[src/inc/eepc_pkg.sv]
// constants, field layout and operation codes for the eeprom program/erase control
package eepc_pkg;
	// register addresses on the cpu register port
	localparam logic [15:0] PROG_CTRL_ADDR = 16'h103b;
	localparam logic [15:0] GUARD_ADDR     = 16'h1035;
	localparam logic [15:0] SYS_OPT_ADDR   = 16'h1039;
	localparam logic [15:0] OPT_CELL_ADDR  = 16'h103f;
	// standard array layout and guarded regions
	localparam logic [15:0] STD_BASE       = 16'hb600;
	localparam logic [15:0] STD_END0       = 16'hb61f;
	localparam logic [15:0] STD_END1       = 16'hb65f;
	localparam logic [15:0] STD_END2       = 16'hb6df;
	localparam logic [15:0] STD_LAST       = 16'hb7ff;
	// large array: upper digit from base field, 512-byte quarters
	localparam int          LARGE_SEL_BIT  = 11;
	localparam int          QUARTER_HI     = 10;
	localparam int          QUARTER_LO     = 9;
	// program control register fields
	localparam int          HV_BIT         = 0;
	localparam int          LAT_BIT        = 1;
	localparam int          ERASE_BIT      = 2;
	localparam int          ROW_BIT        = 3;
	localparam int          BYTE_BIT       = 4;
	localparam int          EPL_BIT        = 5;
	// block guard register fields
	localparam int          OPT_GUARD_BIT  = 4;
	localparam logic [4:0]  GUARD_RESET    = 5'h1f;
	// system option register field
	localparam int          PUMP_SEL_BIT   = 6;
	localparam logic        PUMP_SEL_RESET = 1'b0;
	// outside special modes, guard bits may be cleared only inside this many cycles after reset
	localparam logic [6:0]  GUARD_WINDOW   = 7'h40;
	// read value of the array while it is latched for programming
	localparam logic [7:0]  READ_BLOCKED   = 8'hff;
	localparam logic [7:0]  READ_UNMAPPED  = 8'h00;

	typedef enum logic [4:0] {
		OP_NONE = 5'b00001,
		OP_PROG = 5'b00010,
		OP_BYTE = 5'b00100,
		OP_ROW  = 5'b01000,
		OP_BULK = 5'b10000
	} eepc_op_e;
endpackage : eepc_pkg

[src/inc/eepc_dec_if.sv]
// address decode request and answer between the control and the decoder
`timescale 1ns/10ps
interface eepc_dec_if;
	logic [15:0] addr;
	logic [3:0]  base;
	logic [4:0]  guard;
	logic        in_array;
	logic        in_opt;
	logic        blocked;
	modport requester (output addr, base, guard,
		input in_array, in_opt, blocked);
	modport decoder (input addr, base, guard,
		output in_array, in_opt, blocked);
endinterface : eepc_dec_if

[src/rtl/eepc_decode.sv]
// address decoder: array hit, option cell hit and guard of the addressed block
`timescale 1ns/10ps
module eepc_decode #(
	parameter bit LARGE = 1'b0
) (
	// decode request and answer
	eepc_dec_if.decoder dec
);
	always_comb begin
		dec.in_array = 1'b0;
		dec.blocked  = 1'b0;
		dec.in_opt   = (dec.addr == eepc_pkg::OPT_CELL_ADDR);
		if (dec.in_opt) begin
			// option cells carry their own guard bit
			dec.blocked = dec.guard[eepc_pkg::OPT_GUARD_BIT];
		end else if (LARGE) begin
			// four 512-byte quarters above the base digit
			if (dec.addr[15:12] == dec.base &&
					dec.addr[eepc_pkg::LARGE_SEL_BIT]) begin
				dec.in_array = 1'b1;
				dec.blocked  = dec.guard[dec.addr[eepc_pkg::QUARTER_HI:
					eepc_pkg::QUARTER_LO]];
			end
		end else if (dec.addr >= eepc_pkg::STD_BASE &&
				dec.addr <= eepc_pkg::STD_LAST) begin
			dec.in_array = 1'b1;
			// 32, 64, 128 and 288 byte regions upward
			if (dec.addr <= eepc_pkg::STD_END0) begin
				dec.blocked = dec.guard[0];
			end else if (dec.addr <= eepc_pkg::STD_END1) begin
				dec.blocked = dec.guard[1];
			end else if (dec.addr <= eepc_pkg::STD_END2) begin
				dec.blocked = dec.guard[2];
			end else begin
				dec.blocked = dec.guard[3];
			end
		end
	end
endmodule : eepc_decode

[src/rtl/eepc_top.sv]
// eeprom program and erase control with block guard and option cell access
`timescale 1ns/10ps
module eepc_top #(
	parameter bit LARGE  = 1'b0,
	parameter bit SHARED = 1'b1
) (
	// clock and reset
	input  wire logic              core_clk,
	input  wire logic              rst,
	// register port
	input  wire logic [15:0]       reg_addr,
	input  wire logic [7:0]        reg_wdata,
	input  wire logic              reg_wr,
	input  wire logic              reg_rd,
	output logic      [7:0]        reg_rdata,
	// mode and security pins
	input  wire logic              special_mode_pin,
	input  wire logic              secure_pin,
	input  wire logic              expand_req_pin,
	output logic                   bus_expand_en,
	// option cell field and array read data
	input  wire logic [3:0]        array_base_field,
	input  wire logic [7:0]        arr_rdata,
	// array control
	output logic                   high_voltage_on,
	output eepc_pkg::eepc_op_e     arr_op,
	output logic      [15:0]       arr_addr,
	output logic      [7:0]        arr_data,
	output logic                   opt_cell_sel,
	output logic                   eprom_path_latch,
	output logic                   pump_clock_select
);
	// synchronised pins
	logic       special_m;
	logic       special_s;
	logic       secure_m;
	logic       secure_s;
	logic       expand_m;
	logic       expand_s;
	// control register bits
	logic       high_voltage_enable;
	logic       nv_array_latch;
	logic       erase_sel;
	logic       row_sel;
	logic       byte_sel;
	logic       next_lat;
	logic       next_hv;
	logic       next_epl;
	// guard and window
	logic [4:0] block_guard_bits;
	logic [6:0] win_cnt;
	logic       window_open;
	// captured target
	logic [15:0] lat_addr;
	logic [7:0]  lat_data;
	logic        lat_valid;
	logic        lat_block;
	// bus decode
	logic        ctrl_wr;
	logic        array_wr;
	logic        array_hit;

	eepc_dec_if dec_bus ();
	eepc_dec_if dec_lat ();

	eepc_decode #(.LARGE(LARGE)) u_dec_bus (.dec(dec_bus));
	eepc_decode #(.LARGE(LARGE)) u_dec_lat (.dec(dec_lat));

	function automatic eepc_pkg::eepc_op_e decode_op(input logic er,
			input logic rw, input logic by);
		if (!er) begin
			decode_op = eepc_pkg::OP_PROG;
		end else if (by) begin
			decode_op = eepc_pkg::OP_BYTE;
		end else if (rw) begin
			decode_op = eepc_pkg::OP_ROW;
		end else begin
			decode_op = eepc_pkg::OP_BULK;
		end
	endfunction : decode_op

	assign dec_bus.addr  = reg_addr;
	assign dec_bus.base  = array_base_field;
	assign dec_bus.guard = block_guard_bits;
	assign dec_lat.addr  = lat_addr;
	assign dec_lat.base  = array_base_field;
	assign dec_lat.guard = block_guard_bits;

	assign ctrl_wr   = reg_wr && reg_addr == eepc_pkg::PROG_CTRL_ADDR;
	assign array_hit = dec_bus.in_array || dec_bus.in_opt;
	assign array_wr  = reg_wr && array_hit;
	assign window_open = win_cnt < eepc_pkg::GUARD_WINDOW;

	// two-stage pin synchronisers
	always_ff @(posedge core_clk or posedge rst) begin
		if (rst) begin
			special_m <= 1'b0;
			special_s <= 1'b0;
			secure_m  <= 1'b0;
			secure_s  <= 1'b0;
			expand_m  <= 1'b0;
			expand_s  <= 1'b0;
		end else begin
			special_m <= special_mode_pin;
			special_s <= special_m;
			secure_m  <= secure_pin;
			secure_s  <= secure_m;
			expand_m  <= expand_req_pin;
			expand_s  <= expand_m;
		end
	end

	// expanded bus only when security is off
	always_ff @(posedge core_clk or posedge rst) begin
		if (rst) begin
			bus_expand_en <= 1'b0;
		end else begin
			bus_expand_en <= expand_s && !secure_s;
		end
	end

	// cycles since reset release for the guard clear window
	always_ff @(posedge core_clk or posedge rst) begin
		if (rst) begin
			win_cnt <= '0;
		end else if (window_open) begin
			win_cnt <= win_cnt + 7'h01;
		end
	end

	// guard bits: free in special modes, else set-only after window
	always_ff @(posedge core_clk or posedge rst) begin
		if (rst) begin
			block_guard_bits <= eepc_pkg::GUARD_RESET;
		end else if (reg_wr && reg_addr == eepc_pkg::GUARD_ADDR) begin
			if (window_open || special_s) begin
				block_guard_bits <= reg_wdata[4:0];
			end else begin
				block_guard_bits <= block_guard_bits | reg_wdata[4:0];
			end
		end
	end

	always_ff @(posedge core_clk or posedge rst) begin
		if (rst) begin
			pump_clock_select <= eepc_pkg::PUMP_SEL_RESET;
		end else if (reg_wr && reg_addr == eepc_pkg::SYS_OPT_ADDR) begin
			pump_clock_select <= reg_wdata[eepc_pkg::PUMP_SEL_BIT];
		end
	end

	// next values of latch, voltage and eprom latch on a control write
	always_comb begin
		next_lat = reg_wdata[eepc_pkg::LAT_BIT];
		next_epl = SHARED ? reg_wdata[eepc_pkg::EPL_BIT] : 1'b0;
		// voltage only when its latch already stands
		next_hv  = reg_wdata[eepc_pkg::HV_BIT] &&
			(nv_array_latch || eprom_path_latch);
		// latch and voltage raised together: neither
		if (reg_wdata[eepc_pkg::HV_BIT] && !nv_array_latch &&
				reg_wdata[eepc_pkg::LAT_BIT]) begin
			next_lat = 1'b0;
		end
		if (reg_wdata[eepc_pkg::HV_BIT] && !eprom_path_latch &&
				next_epl) begin
			next_epl = 1'b0;
		end
		// eprom latch frozen while voltage is on
		if (high_voltage_enable) begin
			next_epl = eprom_path_latch;
		end
		// both latches requested: neither
		if (next_lat && next_epl) begin
			next_lat = 1'b0;
			next_epl = 1'b0;
		end
	end

	// control register at its fixed address
	always_ff @(posedge core_clk or posedge rst) begin
		if (rst) begin
			high_voltage_enable <= 1'b0;
			nv_array_latch      <= 1'b0;
			eprom_path_latch    <= 1'b0;
			erase_sel           <= 1'b0;
			row_sel             <= 1'b0;
			byte_sel            <= 1'b0;
		end else if (ctrl_wr) begin
			high_voltage_enable <= next_hv;
			nv_array_latch      <= next_lat;
			eprom_path_latch    <= next_epl;
			erase_sel           <= reg_wdata[eepc_pkg::ERASE_BIT];
			row_sel             <= reg_wdata[eepc_pkg::ROW_BIT];
			byte_sel            <= reg_wdata[eepc_pkg::BYTE_BIT];
		end
	end

	// capture target of array writes while latched, voltage off
	always_ff @(posedge core_clk or posedge rst) begin
		if (rst) begin
			lat_addr  <= '0;
			lat_data  <= '0;
			lat_valid <= 1'b0;
		end else if (!nv_array_latch) begin
			lat_valid <= 1'b0;
		end else if (array_wr && !high_voltage_enable) begin
			lat_addr  <= reg_addr;
			lat_data  <= reg_wdata;
			lat_valid <= 1'b1;
		end
	end

	// guard of the captured target; bulk needs every array block open
	always_comb begin
		if (decode_op(erase_sel, row_sel, byte_sel) ==
				eepc_pkg::OP_BULK) begin
			lat_block = |block_guard_bits[3:0];
		end else begin
			lat_block = dec_lat.blocked;
		end
	end

	// drive the array: voltage only with latch, target and open guard
	always_ff @(posedge core_clk or posedge rst) begin
		if (rst) begin
			high_voltage_on <= 1'b0;
			arr_op          <= eepc_pkg::OP_NONE;
			arr_addr        <= '0;
			arr_data        <= '0;
			opt_cell_sel    <= 1'b0;
		end else begin
			high_voltage_on <= high_voltage_enable && nv_array_latch &&
				lat_valid && !lat_block;
			arr_op   <= nv_array_latch ?
				decode_op(erase_sel, row_sel, byte_sel) : eepc_pkg::OP_NONE;
			arr_addr <= lat_addr;
			arr_data <= lat_data;
			// bulk erase never reaches the option cells
			opt_cell_sel <= nv_array_latch && lat_valid && dec_lat.in_opt &&
				decode_op(erase_sel, row_sel, byte_sel) != eepc_pkg::OP_BULK;
		end
	end

	// read data one cycle after the strobe; security does not gate it
	always_ff @(posedge core_clk or posedge rst) begin
		if (rst) begin
			reg_rdata <= eepc_pkg::READ_UNMAPPED;
		end else if (reg_rd) begin
			if (reg_addr == eepc_pkg::PROG_CTRL_ADDR) begin
				reg_rdata <= {2'b00, eprom_path_latch, byte_sel, row_sel,
					erase_sel, nv_array_latch, high_voltage_enable};
			end else if (reg_addr == eepc_pkg::GUARD_ADDR) begin
				reg_rdata <= {3'b000, block_guard_bits};
			end else if (reg_addr == eepc_pkg::SYS_OPT_ADDR) begin
				reg_rdata <= {1'b0, pump_clock_select, 6'h00};
			end else if (array_hit) begin
				// array hidden while latched
				reg_rdata <= nv_array_latch ? eepc_pkg::READ_BLOCKED
					: arr_rdata;
			end else begin
				reg_rdata <= eepc_pkg::READ_UNMAPPED;
			end
		end else begin
			reg_rdata <= eepc_pkg::READ_UNMAPPED;
		end
	end
endmodule : eepc_top
[config.mk]
export PLATFORM = sky130hd
export DESIGN_NAME = eepc_top
export DESIGN_NICKNAME = d
export VERILOG_FILES = /design/src/inc/eepc_pkg.sv /design/src/inc/eepc_dec_if.sv /design/src/rtl/eepc_decode.sv /design/src/rtl/eepc_top.sv
export SDC_FILE = /design/constraint.sdc
export NUM_CORES = 1
export LEC_CHECK = 0
export ABC_AREA = 0
export CAP_MARGIN = 0
export CORE_ASPECT_RATIO = 0.6
export CORE_MARGIN = 5
export CORE_UTILIZATION = 30
export DETAILED_ROUTE_END_ITERATION = 12
export DONT_BUFFER_PORTS = 1
export PLACE_DENSITY = 0.49
export SYNTH_ARGS = -nofsm -noshare
export SYNTH_HDL_FRONTEND = slang
export SYNTH_HIERARCHICAL = 1
export SYNTH_SLANG_ARGS = --single-unit
[constraint.sdc]
create_clock -name core_clk -period 3.81 [get_ports core_clk]
set_input_delay 0.762 -clock core_clk [delete_from_list [all_inputs] [get_ports core_clk]]
set_output_delay 0.762 -clock core_clk [all_outputs]
set_load 0.02 [all_outputs]
# Word level (Yosys, flattened, before mapping)
# Cells that the tools add are included.
# word_totals
reg_bits	90
input_bits	43
output_inout_bits	42
word_cells	99
# classes
add_sub_neg	1
n_lt_le_gt_ge	8
eq_ne	8
n_mux	26
n_bitwise	1
reduce_logical	30
# ops
cell	n
== test 16 x 13 -> 1 bit, second input constant	5
less-or-equal comparator 16 bit, second input constant	5
two-way mux 8 bit	6
>= comparator 16 bit, second input constant	2
two-way mux 5 bit	5
logical AND 1 bit	20
two-way mux 1 bit	15
adder 7 x 1 -> 7 bit, second input constant	1
< comparator 7 bit, second input constant	1
== test 5 bit, second input constant	1
zero test 1 bit	5
!= test 5 bit, second input constant	1
bitwise OR 5 bit	1
OR reduction 4 bit	1
logical OR 1 bit	3
!= test 2 x 1 -> 1 bit, second input constant	1
AND reduction 2 bit	1

# Depth between registers and ports, before layout
# depth
depth_word	10
ltp_mapped	8
ltp_nobuf	7

# Hierarchy
# Netlist, hierarchy kept.
# modules_own_cells
module	instances	cells_per_inst	area_each_um2	seq_area_each_um2
eepc_top	1	225	3269.4	2259.7
eepc_decode	2	23	168.9	0.0

# Least setup slack after synthesis
# Ideal clock, no wire load.
# synth_timing
kind	input-to-reg
from	input reg_addr[11]
to	register lat_addr[15] (netlist: dec_lat.addr[15])
setup_time_ns	0.125
arrival_time_ns	2.927
t_required_ns	3.685
path_slack_ns	0.758
stages	8
path_buffers	2
cell_sequence	or3b_4 -> or4_4 -> nor2_1 -> or2_2 -> and4b_1 -> clkbuf_1 -> clkbuf_1 -> mux2_2
# synth_via
elab_cells_between_ends	10
cone_classes	order compare: 2; eq/ne: 1; mux: 2; reduce/logical: 5
# synth_lines
item	line	rtl
start: declaration	eepc_top.sv:11	input wire logic [15:0] reg_addr,
== test 16 x 13 -> 1 bit (*)	eepc_decode.sv:12	dec.in_opt = (dec.addr == eepc_pkg::OPT_CELL_ADDR);
net dec_bus.in_opt	eepc_dec_if.sv:8	logic in_opt;
two-way mux 1 bit	eepc_decode.sv:13	if (dec.in_opt) begin
logical OR 1 bit (*)	eepc_top.sv:90	assign array_hit = dec_bus.in_array || dec_bus.in_opt;
logical AND 1 bit (*)	eepc_top.sv:91	assign array_wr = reg_wr && array_hit;
logical AND 1 bit (*)	eepc_top.sv:206	end else if (array_wr && !high_voltage_enable) begin
AND reduction 2 bit (no source line) (*)	--	
end signal: assignment	eepc_top.sv:207	lat_addr <= reg_addr;
end: declaration	eepc_top.sv:54	logic [15:0] lat_addr;
# Mark *: on every way through the listed nets, which the timed path passes. The rest lies on a longest branch.
# A chain may end at the register's enable or synchronous reset.

# Worst setup path in the final report
# layout_timing
from	input reg_addr[11]
to	register lat_addr[13] (netlist: dec_lat.addr[13])
# The elaborated chain is that of the path after synthesis.

==> PnR_summary.wiki <==
{| class="wikitable"
! Metric !! Value
|-
| Die height || 93.6 um
|-
| Via Count || 2132
|-
| TritonCTS clock tree || done
|-
| Count of max-cap constraint violations || 0
|-
| Max Buffers Root-to-Sink || 2
|-
| Total count of hold-check failures in the final report || 0
|-
| Portion of total power attributed to the clock network || 44.9%
|-
| Antenna viol nets, final || 0
|-
| Total detailed-routing wirelength || 8380 um
|-
| Sequence of cells on the critical path || or3b_4, or4_4, nor2_1, or2_2, and4b_1, buf_12, mux2_2
|-
| Most common cell after layout, fill and taps aside || sky130_fd_sc_hd__dfrtp_1
|-
| Per-instance average area after synthesis || approximately 14 um^2
|-
| Worst Path Required || ~4000 ps
|-
| Share of cells above drive strength 1 || 26.1%
|-
| Number of nets produced by synthesis || 300
|-
| Type of the setup path with the least slack || primary input to flip-flop
|-
| Mapped Area || 0.00350 mm^2
|-
| Overflow after GRT || 0
|-
| Port buffer count || 0
|-
| Count of antenna diodes in the layout || 0
|-
| Post-DR wirelength/cell || between 15 and 20 um
|-
| Net switching fraction of the power || 23.3%
|-
| Logic depth of the worst register-to-register path || 3
|-
| Reg clk slew, reported paths || 70 ps
|-
| Lkg Pwr || 0.00179 uW
|-
| Synthesis warning total || 6
|-
| Cell at the root of the clock tree || sky130_fd_sc_hd__clkbuf_16
|-
| Final critical-path share of the clock period || 68.9%
|-
| Result of the run || finished, final reports clean
|-
| Delay of the slowest cell on the worst path || 470 ps
|-
| Floorplan Core Area || 0.0113 mm^2
|-
| Antenna violations before repair || 0
|-
| Worst voltage drop across the vdd grid || 0.202 mV
|-
| Starting DRC count in detailed routing || 129
|-
| Int Pwr || 1560 uW
|-
| Slew Viols, Final || 0
|-
| Core utilization of the finished layout || between 30% and 40%
|-
| Worst reg2reg path endpoint || dec_lat.addr[13]
|-
| Setup skew after layout || 6.83 ps
|-
| DRT Pass-1 Iters || 4
|-
| Starting density of the core || 30.8%
|-
| Number of fill cells in the layout || 1125
|-
| Routability Congestion || 0.773
|-
| Crit. Startpoint || reg_addr[11]
|-
| Number of placement rows || 30
|-
| Final min period || about 2600 ps
|-
| Startpoint kind of the worst setup timing path || primary input
|-
| Final net count || between 300 and 400
|-
| Maximum fanout along the worst path || 19
|-
| Number of remaining DRC errors || 0
|-
| Crit path to || dec_lat.addr[13]
|-
| Post-CTS setup buffer count || 0
|-
| Count of boundary I/O pins || 85
|-
| Worst-case register-to-register setup slack || 1920 ps
|-
| RR Startpoint || nv_array_latch
|-
| Clock H-tree levels || 3
|-
| Hold buffers post-CTS || 0
|-
| Cell with the biggest individual delay on the critical path || sky130_fd_sc_hd__and4b_1
|-
| Num Clock Sinks || 90
|-
| Sequential cell fraction of total power || 52.1%
|-
| Clock insertion delay at the later pin of the skew report || about 340 ps
|-
| Post-DR vias/cell || 4.98
|-
| Signed area change from the synthesized netlist to the final layout || 14.8%
|-
| Switching Power || 474 uW
|-
| Die area || around 0.014 mm^2
|-
| Pin count of the biggest net entering global routing || 33
|-
| Setup repair after global routing missed its margin || false
|-
| P per Cell Area || 508 mW/mm^2
|-
| Class of the tightest hold or removal check || primary input to async pin
|-
| Pin slew with the least headroom to its limit || 475 ps
|-
| Number of buffers created by CTS || 9
|-
| Critical Path End Type || flip-flop
|-
| Setup violations, final || 0
|-
| Fmax || 0.381 GHz
|-
| Global-route wire length before repair || 13100 um
|-
| Floorplan die width || 149 um
|-
| Data arrival time of the worst path || about 2900 ps
|-
| Via count of the first global-routing pass || 2174
|-
| Worst slew slack as a fraction of its limit || 67.9%
|-
| Total negative slack for setup checks || 0 ps
|-
| Number of gates given a new drive strength after cts || 0
|-
| Fraction of power consumed by combinational cells || 3.1%
|-
| Commonest non-fill, non-tap cells in the layout || sky130_fd_sc_hd__dfrtp_1 (84), sky130_fd_sc_hd__mux2_2 (29), sky130_fd_sc_hd__nand2_1 (22), sky130_fd_sc_hd__nor2_1 (12), sky130_fd_sc_hd__clkbuf_16 (9)
|-
| Syn Inst Count || between 200 and 300
|-
| Total Routing Usage GR || 12.7%
|-
| Post-DP HPWL || around 6200 um
|}
power by group through the flow:
stage               sequential, uW  clock, uW  combinational (uW)
finish                        1060        915                62.5
global route                  1070        996                72.7
CTS                           1060        944                64.8
detailed placement            1080          0                64.6
global placement              1080          0                62.7
floorplan                     1070          0                51.5
worst min-delay path by stage:
stage	startpoint	to	slack, ps	depth (start not counted)
2_1_floorplan	expand_m	expand_s	330	0
3_3_place_gp	expand_m	expand_s	340	0
4_1_cts	rst	arr_op[2]	280	1
5_1_grt	rst	arr_op[2]	300	1
3_5_place_dp	secure_m	secure_s	340	0
6_report	rst	arr_op[2]	270	1
per-layer routing:
metal	GRT usage, %	vias to the layer above	routed length (um)
li1	-	951	-
met1	18.3	1067	4040
met2	16.9	102	3440
met3	5.52	12	792
met4	3.73	0	102
met5	0	-	0
worst max-delay path, delay by kind of cell:
family                 cells  cell delay, ps
buffers and inverters      1             230
muxes                      1             340
and+or+nand+nor            5            1500
registers in the layout, summed over array words and instances (netlist names), 5 cells and up:
signal            count
arr_data              8
dec_lat.addr         16
lat_data              8
reg_rdata             8
arr_op                5
win_cnt               7
arr_addr             16
block_guard_bits      5
layout make-up:
class                           count  area, um^2  area share [%]
Timing Repair Buffer                3        35.0           0.873
Sequential cell                    90        2260            56.3
Tap cell                          160         200            4.99
Inverter                            6        25.0           0.624
Multi-Input combinational cell    153        1180            29.4
Clock buffer                       10         239            5.96
Clock inverter                      6        72.6            1.81
per-stage QoR:
step | total power (uW) | std cells | hold WS [ps] | cell area (um^2) | setup slack, ps
detailed placement | 1140 | 412 | 340 | 3700 | 808
CTS | 2070 | 428 | 282 | 4010 | 1160
finish | 2040 | 428 | 272 | 4010 | 1180
floorplan | 1120 | 256 | 331 | 3500 | 723
global route | 2140 | 428 | 298 | 4010 | 1100
global placement | 1140 | 412 | 335 | 3700 | 817
Power figures use the tool's default switching activity.
